--- config.mk ---
export PLATFORM = sky130hd
export DESIGN_NAME = pdu_datapath
export DESIGN_NICKNAME = d
export VERILOG_FILES = /design/src/common/pdu_pkg.sv /design/src/rtl/pdu_datapath.sv
export VERILOG_INCLUDE_DIRS = /design/src /design/src/common
export SDC_FILE = /design/constraint.sdc
export NUM_CORES = 1
export LEC_CHECK = 0
export ABC_AREA = 1
export BUFFER_PORTS_ARGS = -buffer_cell sky130_fd_sc_hd__clkbuf_2
export CAP_MARGIN = 0
export CORE_MARGIN = 2
export CORE_UTILIZATION = 30
export CTS_CLUSTER_SIZE = 40
export DETAILED_ROUTE_END_ITERATION = 10
export HOLD_SLACK_MARGIN = 0.12
export PLACE_DENSITY = 0.46
export SYNTH_ARGS = -nofsm -noshare
export SYNTH_HDL_FRONTEND = slang
export SYNTH_SLANG_ARGS = --single-unit
--- constraint.sdc ---
create_clock -name clk -period 4.2 [get_ports clk]
set_clock_uncertainty 0.2 [all_clocks]
set_input_delay 0 -clock clk [delete_from_list [all_inputs] [get_ports clk]]
set_output_delay 0 -clock clk [all_outputs]
set_load 0.01 [all_outputs]
--- src/common/pdu_params.svh ---
/*
 Offsets, field positions, reset values and counts of the programmable datapath unit.
 Assumes inclusion by bare name from the package, the datapath and the bench.
*/
`ifndef PDU_PARAMS_SVH
`define PDU_PARAMS_SVH
`define PDU_ADDR_W        6
`define PDU_OFF_ACC0      6'h00
`define PDU_OFF_ACC1      6'h01
`define PDU_OFF_DAT0      6'h02
`define PDU_OFF_DAT1      6'h03
`define PDU_OFF_Q0        6'h04
`define PDU_OFF_Q1        6'h05
`define PDU_OFF_CTRL      6'h06
`define PDU_OFF_STAT      6'h07
`define PDU_OFF_CMPMASK   6'h08
`define PDU_OFF_POLY      6'h09
`define PDU_OFF_ORMASK    6'h0a
`define PDU_OFF_MODE      6'h0b
`define PDU_OFF_MODE2     6'h0c
`define PDU_OFF_STKMASK   6'h0d
`define PDU_OFF_OSEL01    6'h0e
`define PDU_OFF_OSEL23    6'h0f
`define PDU_OFF_OSEL45    6'h10
`define PDU_OFF_CFG_BASE  6'h20
`define PDU_MODE_MSB_LO   0
`define PDU_MODE_CRC      3
`define PDU_MODE_Q0_DIR   4
`define PDU_MODE_Q1_DIR   5
`define PDU_MODE_LD_DAT   6
`define PDU_MODE_Q_ACC    7
`define PDU_MODE2_CMP0    0
`define PDU_MODE2_CMP1    1
`define PDU_MODE2_CHAIN   2
`define PDU_RST_BYTE      8'h00
`define PDU_RST_CMPMASK   8'hff
`define PDU_RST_MODE      8'h07
`define PDU_RST_OSEL      8'hff
`define PDU_Q_DEPTH       4
`define PDU_CFG_WORDS     8
`endif

--- src/common/pdu_pkg.sv ---
/*
 Types of the programmable datapath unit: configuration word, ALU functions, state record.
 Assumes pdu_params.svh on the include path.
*/
package pdu_pkg;
  `include "pdu_params.svh"
  typedef enum logic [2:0] {PDU_INC, PDU_DEC, PDU_ADD, PDU_SUB, PDU_AND, PDU_OR, PDU_XOR, PDU_PASS} pdu_alu_t;
  typedef enum logic [1:0] {PDU_SH_NONE, PDU_SH_LEFT, PDU_SH_RIGHT, PDU_SH_SWAP} pdu_shift_t;
  typedef struct packed {
    pdu_alu_t   func;
    logic [1:0] opa;
    logic [1:0] opb;
    logic [1:0] dst;
    pdu_shift_t shift;
    logic [1:0] cin;
    logic [1:0] qop;
    logic       emit;
  } pdu_cfg_t;
  typedef struct packed {
    logic [5:0] cfg_addr;
    logic       ser_in;
    logic       dp_en;
    logic       sc_en;
  } pdu_route_in_t;
  typedef struct packed {
    logic [7:0] acc0, acc1, dat0, dat1;
    logic [3:0][7:0] q0_mem, q1_mem;
    logic [1:0] q0_rd, q0_wr, q1_rd, q1_wr;
    logic [2:0] q0_cnt, q1_cnt;
    logic [7:0][15:0] cfg_mem;
    logic       carry, sout;
    logic [7:0] ctrl, sticky, stkmask, cmpmask, poly, ormask, mode, mode2;
    logic [23:0] osel;
    logic [7:0] rdata;
    logic       ack;
    logic [5:0] rout;
    logic       chain_co, chain_so, chain_cmp;
    logic [1:0][7:0] ob;
    logic [1:0] ov;
  } pdu_state_t;
endpackage

--- src/rtl/pdu_datapath.sv ---
/*
 Programmable datapath unit: ALU, working registers, two queues, configuration store,
 compares, status and control. Assumes a synchronous register port driven by the system bus
 and routing-fabric signals synchronous to clk.
*/
`timescale 1ns/1ps
`include "pdu_params.svh"
//Function
//- ALU works on 8-bit operands and finishes each operation in one cycle.
//- Four working registers, all reachable by the bus during operation.
//- Accumulators feed and receive the ALU and feed the compares.
//- Data registers feed ALU and compares, never receive ALU results.
//- Four-byte queues load registers or capture accumulators or ALU output.
//- Eight 16-bit configuration words, one chosen each cycle by routing address.
//- ALU has eight functions: inc, dec, add, sub, and, or, xor, pass.
//- Shift left, shift right, nibble swap and OR mask follow the ALU.
//- Two masked comparators with selectable operand pairings.
//- Zero, all-ones and overflow conditions; selected conditions drive routing outputs.
//- Programmable most significant bit for arithmetic and shifting.
//- One CRC or pseudo_random_sequence step per cycle with programmable polynomial.
//- Each queue independently an input or an output buffer.
//- Queue status selectable onto routing outputs.
//- Carries, shift data and compare pass to and from neighbour datapaths.
//- Carry and shift out registered; carry selectable as a later carry input.
//- Six routing inputs and six routing outputs.
//- Bus-written control register bits drive the routing fabric.
//- Read-only status register returns routing-fabric signal states.
//- Sticky status bits latch conditions and clear when read.
//- Datapath and status-control each have their own enable.
module pdu_datapath (
  // Clock and reset
  input  wire logic                    clk,
  input  wire logic                    rst_n,
  input  wire logic                    clk_en,
  // Register port
  input  wire logic                    bus_sel,
  input  wire logic                    bus_we,
  input  wire logic [5:0]              bus_addr,
  input  wire logic [7:0]              bus_wdata,
  output logic      [7:0]              bus_rdata,
  output logic                         bus_ack,
  // Routing fabric
  input  wire pdu_pkg::pdu_route_in_t  route_in,
  input  wire logic [7:0]              status_in,
  output logic      [7:0]              ctrl_out,
  output logic      [5:0]              route_out,
  // Chaining
  input  wire logic                    chain_ci,
  input  wire logic                    chain_si,
  input  wire logic                    chain_cmp_in,
  output logic                         chain_co,
  output logic                         chain_so,
  output logic                         chain_cmp_out,
  // Result stream
  output logic                         res_valid,
  output logic      [7:0]              res_data,
  input  wire logic                    res_ready
);
  import pdu_pkg::*;

  pdu_state_t r_reg, r_next;
  pdu_cfg_t   cfg;
  logic [2:0] msb;
  logic [7:0] wm, opa, opb, alu, sh, fin, cmp_b0, cmp_b1;
  logic [8:0] sum;
  logic       cin, cout, ovf, si, so, fb, step, stall, zero, ones;
  logic [15:0] cond;
  logic       ce0, cl0, ce1, cl1, q0_empty, q0_full, q1_empty, q1_full;
  logic       bus_rd, bus_wr, q0_pop_dp, q1_pop_dp, q0_push_dp, q1_push_dp;
  logic       q0_pop_bus, q1_pop_bus, q0_push_bus, q1_push_bus, push_ob;
  logic [7:0] q0_head, q1_head;

  always_comb begin
    r_next = r_reg;
    cfg = pdu_cfg_t'(r_reg.cfg_mem[route_in.cfg_addr[2:0]]);
    msb = r_reg.mode[`PDU_MODE_MSB_LO +: 3];
    wm = 8'hff >> (3'h7 - msb);
    unique case (cfg.opa)
      2'h0: opa = r_reg.acc0;
      2'h1: opa = r_reg.acc1;
      2'h2: opa = r_reg.dat0;
      default: opa = r_reg.dat1;
    endcase
    unique case (cfg.opb)
      2'h0: opb = r_reg.acc0;
      2'h1: opb = r_reg.acc1;
      2'h2: opb = r_reg.dat0;
      default: opb = r_reg.dat1;
    endcase
    unique case (cfg.cin)
      2'h0: cin = 1'b0;
      2'h1: cin = 1'b1;
      2'h2: cin = r_reg.carry;
      default: cin = chain_ci;
    endcase
    sum = 9'h000;
    ovf = 1'b0;
    unique case (cfg.func)
      PDU_INC: sum = {1'b0, opa & wm} + 9'h001;
      PDU_DEC: sum = {1'b0, opa & wm} + {1'b0, wm};
      PDU_ADD: sum = {1'b0, opa & wm} + {1'b0, opb & wm} + {8'h00, cin};
      PDU_SUB: sum = {1'b0, opa & wm} + {1'b0, ~opb & wm} + {8'h00, cin};
      PDU_AND: sum = {1'b0, opa & opb};
      PDU_OR:  sum = {1'b0, opa | opb};
      PDU_XOR: sum = {1'b0, opa ^ opb};
      PDU_PASS: sum = {1'b0, opa};
    endcase
    alu = sum[7:0];
    cout = (msb == 3'h7) ? sum[8] : sum[msb + 3'h1];
    if (cfg.func == PDU_ADD) begin
      ovf = (opa[msb] == opb[msb]) && (alu[msb] != opa[msb]);
    end else if (cfg.func == PDU_SUB) begin
      ovf = (opa[msb] != opb[msb]) && (alu[msb] != opa[msb]);
    end
    si = r_reg.mode2[`PDU_MODE2_CHAIN] ? chain_si : route_in.ser_in;
    fb = alu[msb] ^ si;
    so = 1'b0;
    unique case (cfg.shift)
      PDU_SH_LEFT: begin
        so = alu[msb];
        if (r_reg.mode[`PDU_MODE_CRC]) begin
          sh = {alu[6:0], 1'b0} ^ (fb ? r_reg.poly : 8'h00);
        end else begin
          sh = {alu[6:0], si};
        end
      end
      PDU_SH_RIGHT: begin
        so = alu[0];
        sh = ({1'b0, alu[7:1]} & ~(8'h01 << msb)) | ({7'h00, si} << msb);
      end
      PDU_SH_SWAP: sh = {alu[3:0], alu[7:4]};
      default: sh = alu;
    endcase
    if (cfg.qop == 2'h3) begin
      sh = sh | r_reg.ormask;
    end
    fin = (sh & wm) | (opa & ~wm);
    zero = (fin & wm) == 8'h00;
    ones = (fin & wm) == wm;
    cmp_b0 = r_reg.mode2[`PDU_MODE2_CMP0] ? r_reg.acc1 : r_reg.dat0;
    cmp_b1 = r_reg.mode2[`PDU_MODE2_CMP1] ? r_reg.acc0 : r_reg.acc1;
    ce0 = ((r_reg.acc0 ^ cmp_b0) & r_reg.cmpmask) == 8'h00;
    cl0 = (r_reg.acc0 & r_reg.cmpmask) < (cmp_b0 & r_reg.cmpmask);
    ce1 = ((cmp_b1 ^ r_reg.dat1) & r_reg.cmpmask) == 8'h00;
    cl1 = (cmp_b1 & r_reg.cmpmask) < (r_reg.dat1 & r_reg.cmpmask);
    if (r_reg.mode2[`PDU_MODE2_CHAIN]) begin
      ce0 = ce0 & chain_cmp_in;
    end
    q0_empty = r_reg.q0_cnt == 3'h0;
    q0_full = r_reg.q0_cnt == 3'(`PDU_Q_DEPTH);
    q1_empty = r_reg.q1_cnt == 3'h0;
    q1_full = r_reg.q1_cnt == 3'(`PDU_Q_DEPTH);
    q0_head = r_reg.q0_mem[r_reg.q0_rd];
    q1_head = r_reg.q1_mem[r_reg.q1_rd];
    cond = {1'b0, r_reg.ov[0], chain_cmp_in, q1_full, q1_empty, q0_full, q0_empty, r_reg.sout,
            r_reg.carry, ovf, ones, zero, cl1, ce1, cl0, ce0};

    // Datapath step; a full result buffer stalls the whole step of a word with emit set
    stall = cfg.emit && r_reg.ov[1];
    step = route_in.dp_en && !stall;
    q0_pop_dp = step && cfg.qop == 2'h1 && !r_reg.mode[`PDU_MODE_Q0_DIR] && !q0_empty;
    q1_pop_dp = step && cfg.qop == 2'h1 && !r_reg.mode[`PDU_MODE_Q1_DIR] && !q1_empty;
    q0_push_dp = step && cfg.qop == 2'h2 && r_reg.mode[`PDU_MODE_Q0_DIR] && !q0_full;
    q1_push_dp = step && cfg.qop == 2'h2 && r_reg.mode[`PDU_MODE_Q1_DIR] && !q1_full;
    push_ob = step && cfg.emit;
    bus_rd = bus_sel && !bus_we && !r_reg.ack;
    bus_wr = bus_sel && bus_we && !r_reg.ack;
    q0_push_bus = bus_wr && bus_addr == `PDU_OFF_Q0 && !r_reg.mode[`PDU_MODE_Q0_DIR] && !q0_full;
    q1_push_bus = bus_wr && bus_addr == `PDU_OFF_Q1 && !r_reg.mode[`PDU_MODE_Q1_DIR] && !q1_full;
    q0_pop_bus = bus_rd && bus_addr == `PDU_OFF_Q0 && r_reg.mode[`PDU_MODE_Q0_DIR] && !q0_empty;
    q1_pop_bus = bus_rd && bus_addr == `PDU_OFF_Q1 && r_reg.mode[`PDU_MODE_Q1_DIR] && !q1_empty;

    if (step) begin
      if (cfg.dst[0]) begin
        r_next.acc0 = fin;
      end
      if (cfg.dst[1]) begin
        r_next.acc1 = fin;
      end
      if (cfg.shift != PDU_SH_NONE) begin
        r_next.sout = so;
      end
      if (cfg.func inside {PDU_INC, PDU_DEC, PDU_ADD, PDU_SUB}) begin
        r_next.carry = cout;
      end
    end
    if (q0_pop_dp) begin
      if (r_reg.mode[`PDU_MODE_LD_DAT]) begin
        r_next.dat0 = q0_head;
      end else begin
        r_next.acc0 = q0_head;
      end
    end
    if (q1_pop_dp) begin
      if (r_reg.mode[`PDU_MODE_LD_DAT]) begin
        r_next.dat1 = q1_head;
      end else begin
        r_next.acc1 = q1_head;
      end
    end
    if (q0_push_dp || q0_push_bus) begin
      r_next.q0_mem[r_reg.q0_wr] = q0_push_bus ? bus_wdata : (r_reg.mode[`PDU_MODE_Q_ACC] ? r_reg.acc0 : fin);
      r_next.q0_wr = r_reg.q0_wr + 2'h1;
    end
    if (q1_push_dp || q1_push_bus) begin
      r_next.q1_mem[r_reg.q1_wr] = q1_push_bus ? bus_wdata : (r_reg.mode[`PDU_MODE_Q_ACC] ? r_reg.acc1 : fin);
      r_next.q1_wr = r_reg.q1_wr + 2'h1;
    end
    if (q0_pop_dp || q0_pop_bus) begin
      r_next.q0_rd = r_reg.q0_rd + 2'h1;
    end
    if (q1_pop_dp || q1_pop_bus) begin
      r_next.q1_rd = r_reg.q1_rd + 2'h1;
    end
    r_next.q0_cnt = r_reg.q0_cnt + 3'((q0_push_dp || q0_push_bus) ? 1 : 0) - 3'((q0_pop_dp || q0_pop_bus) ? 1 : 0);
    r_next.q1_cnt = r_reg.q1_cnt + 3'((q1_push_dp || q1_push_bus) ? 1 : 0) - 3'((q1_pop_dp || q1_pop_bus) ? 1 : 0);

    // Two-entry result buffer
    if (res_ready && r_reg.ov[0]) begin
      r_next.ob[0] = r_reg.ob[1];
      r_next.ov = {1'b0, r_reg.ov[1]};
    end
    if (push_ob) begin
      if (!r_next.ov[0]) begin
        r_next.ob[0] = fin;
        r_next.ov[0] = 1'b1;
      end else begin
        r_next.ob[1] = fin;
        r_next.ov[1] = 1'b1;
      end
    end

    // Register port; a bus write wins over a datapath update in the same cycle
    // A request held into its ack cycle is taken only once
    r_next.ack = bus_sel && !r_reg.ack;
    r_next.rdata = 8'h00;
    if (bus_wr) begin
      unique case (bus_addr)
        `PDU_OFF_ACC0:    r_next.acc0 = bus_wdata;
        `PDU_OFF_ACC1:    r_next.acc1 = bus_wdata;
        `PDU_OFF_DAT0:    r_next.dat0 = bus_wdata;
        `PDU_OFF_DAT1:    r_next.dat1 = bus_wdata;
        `PDU_OFF_CTRL:    r_next.ctrl = bus_wdata;
        `PDU_OFF_CMPMASK: r_next.cmpmask = bus_wdata;
        `PDU_OFF_POLY:    r_next.poly = bus_wdata;
        `PDU_OFF_ORMASK:  r_next.ormask = bus_wdata;
        `PDU_OFF_MODE:    r_next.mode = bus_wdata;
        `PDU_OFF_MODE2:   r_next.mode2 = bus_wdata;
        `PDU_OFF_STKMASK: r_next.stkmask = bus_wdata;
        `PDU_OFF_OSEL01:  r_next.osel[7:0] = bus_wdata;
        `PDU_OFF_OSEL23:  r_next.osel[15:8] = bus_wdata;
        `PDU_OFF_OSEL45:  r_next.osel[23:16] = bus_wdata;
        default: begin
          if (bus_addr[5:4] == 2'h2) begin
            r_next.cfg_mem[bus_addr[3:1]][bus_addr[0]*8 +: 8] = bus_wdata;
          end
        end
      endcase
    end
    if (bus_rd) begin
      unique case (bus_addr)
        `PDU_OFF_ACC0:    r_next.rdata = r_reg.acc0;
        `PDU_OFF_ACC1:    r_next.rdata = r_reg.acc1;
        `PDU_OFF_DAT0:    r_next.rdata = r_reg.dat0;
        `PDU_OFF_DAT1:    r_next.rdata = r_reg.dat1;
        `PDU_OFF_Q0:      r_next.rdata = q0_pop_bus ? q0_head : 8'h00;
        `PDU_OFF_Q1:      r_next.rdata = q1_pop_bus ? q1_head : 8'h00;
        `PDU_OFF_CTRL:    r_next.rdata = r_reg.ctrl;
        `PDU_OFF_STAT:    r_next.rdata = (status_in & ~r_reg.stkmask) | r_reg.sticky;
        `PDU_OFF_CMPMASK: r_next.rdata = r_reg.cmpmask;
        `PDU_OFF_POLY:    r_next.rdata = r_reg.poly;
        `PDU_OFF_ORMASK:  r_next.rdata = r_reg.ormask;
        `PDU_OFF_MODE:    r_next.rdata = r_reg.mode;
        `PDU_OFF_MODE2:   r_next.rdata = r_reg.mode2;
        `PDU_OFF_STKMASK: r_next.rdata = r_reg.stkmask;
        `PDU_OFF_OSEL01:  r_next.rdata = r_reg.osel[7:0];
        `PDU_OFF_OSEL23:  r_next.rdata = r_reg.osel[15:8];
        `PDU_OFF_OSEL45:  r_next.rdata = r_reg.osel[23:16];
        default: begin
          if (bus_addr[5:4] == 2'h2) begin
            r_next.rdata = r_reg.cfg_mem[bus_addr[3:1]][bus_addr[0]*8 +: 8];
          end
        end
      endcase
    end

    // Status and control unit; set wins over clear-on-read
    if (route_in.sc_en) begin
      r_next.sticky = r_reg.sticky;
      if (bus_rd && bus_addr == `PDU_OFF_STAT) begin
        r_next.sticky = 8'h00;
      end
      r_next.sticky = r_next.sticky | (status_in & r_reg.stkmask);
    end
    for (int i = 0; i < 6; i++) begin
      r_next.rout[i] = cond[r_reg.osel[i*4 +: 4]];
    end
    r_next.chain_co = r_next.carry;
    r_next.chain_so = r_next.sout;
    r_next.chain_cmp = ce0;
  end

  always_ff @(posedge clk or negedge rst_n) begin
    if (!rst_n) begin
      r_reg <= '0;
      r_reg.cmpmask <= `PDU_RST_CMPMASK;
      r_reg.mode <= `PDU_RST_MODE;
      r_reg.osel <= {3{`PDU_RST_OSEL}};
    end else if (clk_en) begin
      r_reg <= r_next;
    end
  end

  assign bus_rdata = r_reg.rdata;
  assign bus_ack = r_reg.ack;
  assign ctrl_out = r_reg.ctrl;
  assign route_out = r_reg.rout;
  assign chain_co = r_reg.chain_co;
  assign chain_so = r_reg.chain_so;
  assign chain_cmp_out = r_reg.chain_cmp;
  assign res_valid = r_reg.ov[0];
  assign res_data = r_reg.ob[0];
endmodule

==> results of run 1 <==
## power by group through the flow
stage	registers, mW	clock network, mW	logic, mW
4_1_cts	4.17	3.97	4.21
3_3_place_gp	4.23	0	3.93
5_1_grt	4.21	4.12	4.71
6_report	4.18	3.89	4.39
3_5_place_dp	4.22	0	3.93
2_1_floorplan	4.05	0	2.04
## critical path, delay by kind of cell (launching register included)
kind | cells | cell delay, ns
flip-flops | 1 | 0.37
AND/OR/NAND/NOR | 18 | 1.57
buffers and inverters | 9 | 1.08
AO/OA/AOI/OAI | 10 | 1.12
adder cells (fa/ha/maj) | 1 | 0.38
## layout by cell type, fill, tap and decap left out, types with 18 or more instances in the layout
master / Yosys / layout
nand4_1: 19 / 19
a21oi_1: 155 / 145
inv_1: 382 / 361
ha_1: 66 / 62
o21ai_1: 29 / 68
buf_6: 8 / 19
nand2_2: 17 / 67
o211ai_1: 28 / 28
inv_2: 13 / 30
o2111ai_1: 20 / 19
o21ai_0: 510 / 447
dfstp_2: 35 / 35
nand3_2: 15 / 44
nand3_1: 148 / 113
buf_4: 35 / 408
dfrtp_1: 327 / 327
nand2_1: 925 / 866
dlygate4sd3_1: 0 / 44
clkbuf_1: 131 / 18
clkbuf_16: 0 / 45
a221oi_1: 37 / 37
clkbuf_2: 0 / 69
o22ai_1: 78 / 76
nor2_1: 229 / 220
a22oi_1: 23 / 22
## through the flow
step	utilization, %	instances	setup WS, ns	total power [mW]
2_1_floorplan	-	3422	-0.1350	6.095
3_3_place_gp	35.24	4781	-1.092	8.154
3_5_place_dp	35.24	4781	-1.106	8.154
4_1_cts	38.49	4926	-0.5852	12.35
5_1_grt	39.14	4941	-0.9794	13.04
6_report	39.14	4941	-0.7447	12.47
## layout make-up
| cell class | count | share of cell area (%) |
|---|---|---|
| clock inverter | 11 | 0.4506 |
| timing repair buffer | 559 | 14.17 |
| clock buffer | 69 | 4.068 |
| tap | 1060 | 4.227 |
| inverter | 402 | 4.818 |
| sequential | 362 | 29.01 |
| multi-input combinational | 2478 | 43.25 |
## layer usage
layer,vias up,part of all wire [%]
met4,2,3.6
met2,1058,43
met1,12502,47
met5,-,0.0071
met3,205,7.1
li1,12344,-
## worst max-delay path by stage
stage	from	to	cells after the start	slack, ns
global placement	route_in[3]	r_reg[293]	39	-1.09
floorplan	route_in[3]	route_out[0]	35	-0.14
finish	r_reg[249]	r_reg[360]	38	-0.74
CTS	r_reg[135]	r_reg[293]	30	-0.59
global route	r_reg[152]	r_reg[352]	35	-0.98
detailed placement	route_in[3]	r_reg[320]	40	-1.11
## repair_timing
item | in CTS | in global routing
hold buffers | 44 | 1
pin swaps | 53 | 64
gates resized for setup | 158 | 99
setup buffers | 21 | 15
gates cloned | 2 | 0
endpoints found under the setup margin | 104 | 104
endpoints found under the hold margin | 541 | 1
## logic make-up (layout without fill, tap and decap cells)
group                    after synthesis  count (layout)
buffers and inverters                584            1041
AO/OA/AOI/OAI                        981             981
AND/OR/NAND/NOR                     1412            1414
adder cells (fa/ha/maj)               73              73
flip-flops                           362             362
XOR/XNOR                              10              10
==> flow_summary.yaml, run 1 <==
outcome:
  run_status: "finished, violations left"
  violations: "negative setup slack"
global_routing:
  grt_pass1_wl_um: 167000
  grtUsageTotal_pct: 26.96
  grt_pass1_vias: 24621
  grt_start_max_net_pins: 84
  grt.overflow.total: 0
  grt_util_met3_pct: 3.368
  grt_antenna_before_repair: 3
  grtUsageMet2_pct: 40.12
  grt_busiest_layer: "met2"
  met1_usage_pct: 40.03
placed_design:
  port_buffers: 71
  dp_hpwl_um: 84650
  place_area_sq_mm: 0.02825
  place_congestion: 0.9836
setup_path:
  worstReg2RegEnd: "r_reg[360]"
  start_kind: "flop"
  crit_path_end_kind: "flop"
  cp_slowest_cell: "fa_2"
  cp_slowest_stage_delay_ns: 0.38
  cp_max_fo: 7
  r2r_setup_slack_ns: -0.74
  cp.arrival_ns: 5.17
  rr_startpoint: "r_reg[249]"
  cpMostUsedCell: "nand2_1"
  setup.worst_path.class: "flop to flop"
  required_ns: 4.43
  reg2reg_depth: 38
pwr:
  internal-power_mw: 7.624
  switching_power_mw: 4.841
  p_seq_share_pct: 33.6
  vdd_drop_max_mv: 0.2639
  switching_share_pct: 38.84
  p_per_area_mw_per_mm2: 397.3
  leakagePower_nw: 14.63
  pwr-share-clk_pct: 31.2
  p_comb_share_pct: 35.2
layout:
  multi_input_area_sq_mm: 0.01357
  finish.instance_area_sq_mm: 0.03137
  syn_to_final_growth_pct: 29.92
  antenna_cells: 0
  layout-drive-gt1-share_pct: 22.62
  ff_latch_area_sq_mm: 0.009102
  layout.nets: 3961
  largest_reg_flops: 324
  fillerInstances: 8608
floorplanning:
  rows: 104
  initial_core_util_pct: 30.13
  die_w_um: 287.7
  dieArea_sq_mm: 0.08278
  core_sq_mm: 0.08016
  die_h_um: 287.7
  ios: 75
synthesis:
  synth_compound_area_share_pct: 23.68
  synth_area_per_cell_sq_um: 7.057
  synthAdderAreaFrac_pct: 4.000
  synth_top_family_by_area: "simple AND/OR/NAND/NOR gates"
  ys_seq_area_share_pct: 37.69
  synth_flop_cell: "dfrtp_1"
  synth_area_sq_mm: 0.02415
  yosys-top-cells-area: "dfrtp_1, nand2_1, o21ai_0"
  yosysWarnings: 0
  yosys-top-cells-count: "nand2_1, o21ai_0, inv_1"
  synth_edf_count: 0
  synthMuxAreaShare_pct: 0
  synth_top_area_share_pct: 33.88
  yosysMostFrequentCell: "nand2_1"
  synthCells: 3422
  ys_seq_elements: 362
  synth_top_area_cell: "dfrtp_1"
  async_flop_share_pct: 100.0
  syn_nets: 3535
  ys_types: 65
  synth-xor-area-share_pct: 0.3627
  synth-simple-area-share_pct: 24.36
detailed_routing:
  vias: 26111
  routed_via_density: 5.285
  drt_iter0_drc: 3014
  final_antenna_net_count: 0
  drtPass1Iterations: 6
  routed_wl_um: 112700
  wl_per_cell_um: 22.82
  route.detailed.drc: 0
run:
  drv_cap: 0
worst_hold_path:
  hold_end: "r_reg[129]"
  min_from: "bus_addr[2]"
  min_path_cells: 7
  min_path_type: "input port to flop"
timing:
  setup_slack_ns: -0.7447
  setup_viol: 103
  worst_pin_slew_ns: 0.9825
  fmax_mhz: 202.2
  hold_viol: 0
  setup-tns-final_ns: -58.20
  min_period_over_period_pct: 117.7
  finalMaxSlewViolations: 0
  relSlewSlack_pct: 34.50
  rsz0062_at_grt: "yes"
  min_period_ns: 4.945
  holdWs_ns: 0.1202
cts:
  insertion_delay_ns: 0.59
  path_clk_slew_ns: 0.06
  root_buffer: "clkbuf_16"
  cts_tree: "done"
  htreeDepth: 2
  numCtsBuffers: 45
  clock_sinks: 362
  clockBufferDepth: 3
(Power assumes the default switching activity.)
==> run 2: changes to the inputs <==
--- a/config.mk
+++ b/config.mk
@@ -15,6 +15,7 @@
 export DETAILED_ROUTE_END_ITERATION = 10
 export HOLD_SLACK_MARGIN = 0.12
 export PLACE_DENSITY = 0.46
+export REMOVE_ABC_BUFFERS = 1
 export SYNTH_ARGS = -nofsm -noshare
 export SYNTH_HDL_FRONTEND = slang
 export SYNTH_SLANG_ARGS = --single-unit
==> flow_summary.yaml, run 2 (synthesis gave the netlist of run 1 again) <==
outcome:
  run_status: "finished, violations left"
  violations: "negative setup slack"
setup_path:
  cp.arrival_ns: 5.27
  cp_slowest_stage_delay_ns: 0.43
  cp.depth: 35
  path_delay_family: "simple AND/OR/NAND/NOR gates"
  required_ns: 4.52
  start_kind: "flop"
  setup.worst_path.class: "flop to flop"
  cpMostUsedCell: "nand2_2"
  reg2reg_depth: 35
  path_buf_inv: 5
  cp_slowest_cell: "fa_2"
  cp_max_fo: 7
  crit_path_end_kind: "flop"
cts:
  path_clk_slew_ns: 0.06
  numCtsBuffers: 43
  htreeDepth: 2
  clock_sinks: 362
  insertion_delay_ns: 0.61
  cts_tree: "done"
  root_buffer: "clkbuf_16"
  clockBufferDepth: 3
detailed_routing:
  drtPass1Iterations: 5
  route.detailed.drc: 0
  routed_via_density: 5.252
  drt_iter0_drc: 2680
  final_antenna_net_count: 0
  wl_per_cell_um: 22.50
  vias: 26015
  routed_wl_um: 111400
floorplanning:
  ios: 75
  rows: 104
  core_sq_mm: 0.08016
  dieArea_sq_mm: 0.08278
  die_h_um: 287.7
  die_w_um: 287.7
  initial_core_util_pct: 30.13
timing:
  finalMaxSlewViolations: 0
  rsz0062_at_grt: "yes"
  holdWs_ns: 0.1536
  setup_slack_ns: -0.7537
  hold_viol: 0
  relSlewSlack_pct: 35.40
  min_period_over_period_pct: 117.9
  worst_pin_slew_ns: 0.9691
  setup_viol: 104
  fmax_mhz: 201.9
  setup-tns-final_ns: -64.79
  min_period_ns: 4.954
layout:
  antenna_cells: 0
  ff_latch_area_sq_mm: 0.009102
  layout-drive-gt1-share_pct: 23.91
  final_cell_mix: "nand2_1, o21ai_0, buf_4, inv_1, dfrtp_1"
  layout.nets: 3971
  syn_to_final_growth_pct: 30.65
  largest_reg_flops: 324
  finish.instance_area_sq_mm: 0.03155
  multi_input_area_sq_mm: 0.01370
  utilization_pct: 39.36
  fillerInstances: 8585
  final_common_cell: "nand2_1"
worst_hold_path:
  min_path_cells: 7
  min_path_type: "input port to flop"
placed_design:
  place_area_sq_mm: 0.02795
  dp_hpwl_um: 83270
  place_congestion: 0.9712
  port_buffers: 71
global_routing:
  grt_pass1_wl_um: 165000
  grtUsageTotal_pct: 26.60
  grt_antenna_before_repair: 2
  grt_start_max_net_pins: 112
  grt.overflow.total: 0
  grt_pass1_vias: 24704
pwr:
  p_total_mw: 12.61
  vdd_drop_max_mv: 0.2650
  leakagePower_nw: 14.73
  p_per_area_mw_per_mm2: 399.7
run:
  drv_cap: 0
[run 2: cell types whose count changed in the layout (fill, tap and decap cells not counted), sizes merged]
| cell | before | now |
|---|---|---|
| buf | 446 | 454 |
| bufinv | 3 | 4 |
| clkbuf | 138 | 127 |
| clkinv | 15 | 23 |
| clkinvlp | 0 | 2 |
| dlygate4sd3 | 44 | 49 |
| nand3 | 165 | 164 |
[run 2: tightest hold or removal path, delay by kind of cell]
kind / cells / cell delay, ns
buf+inv: 2 / 0.46
compound gates: 4 / 0.34
simple gates: 1 / 0.11
[run 2: cell type report]
| cell class | count | share of cell area (%) |
|---|---|---|
| Clock buffer | 58 | 3.847 |
| Clock inverter | 22 | 0.7535 |
| Inverter | 402 | 4.799 |
| Multi-Input combinational cell | 2477 | 43.42 |
| Sequential cell | 362 | 28.85 |
| Tap cell | 1060 | 4.204 |
| Timing Repair Buffer | 572 | 14.13 |
[run 2: routing by layer]
metal,track usage (%),share of wire [%],vias up
met2,40.19,43,1023
li1,-,-,12355
met3,3.487,6.6,233
met1,38.53,46,12404
met4,9.832,4.1,0
met5,0,0,-
[run 2: path summary, 6_finish.rpt]
| check | startpoint | to | slack, ns |
|---|---|---|---|
| setup / recovery | r_reg[135] | route_out[2] | -0.75 |
| hold / removal | chain_cmp_in | route_out[2] | 0.15 |
| setup reg to reg | r_reg[135] | route_out[2] | -0.75 |
| hold reg to reg | r_reg[328] | r_reg[328] | 0.28 |
| max in group asynchronous | rst_n | r_reg[350] | 2.68 |
| min in group asynchronous | rst_n | r_reg[42] | 0.40 |
[run 2: timing repair]
item                       CTS  global route
hold endpoints to repair   554             0
hold buffers                50             0
resized for setup          189           159
setup endpoints to repair  104           109
setup buffers               50            20
pin swaps                   52           100
cloned                       1             0
[run 2: metrics by stage]
| step | instances | setup slack [ns] |
|---|---|---|
| floorplan | 3240 | -0.4788 |
| global placement | 4758 | -1.269 |
| detailed placement | 4758 | -1.262 |
| CTS | 4937 | -0.6769 |
| global route | 4953 | -0.9713 |
| finish | 4953 | -0.7537 |
[run 2: power by group]
part	total (mW)	internal (mW)	switching [mW]
clock	3.96	2.29	1.68
combinational	4.45	1.58	2.87
sequential	4.19	3.81	0.382
total	12.6	7.68	4.93
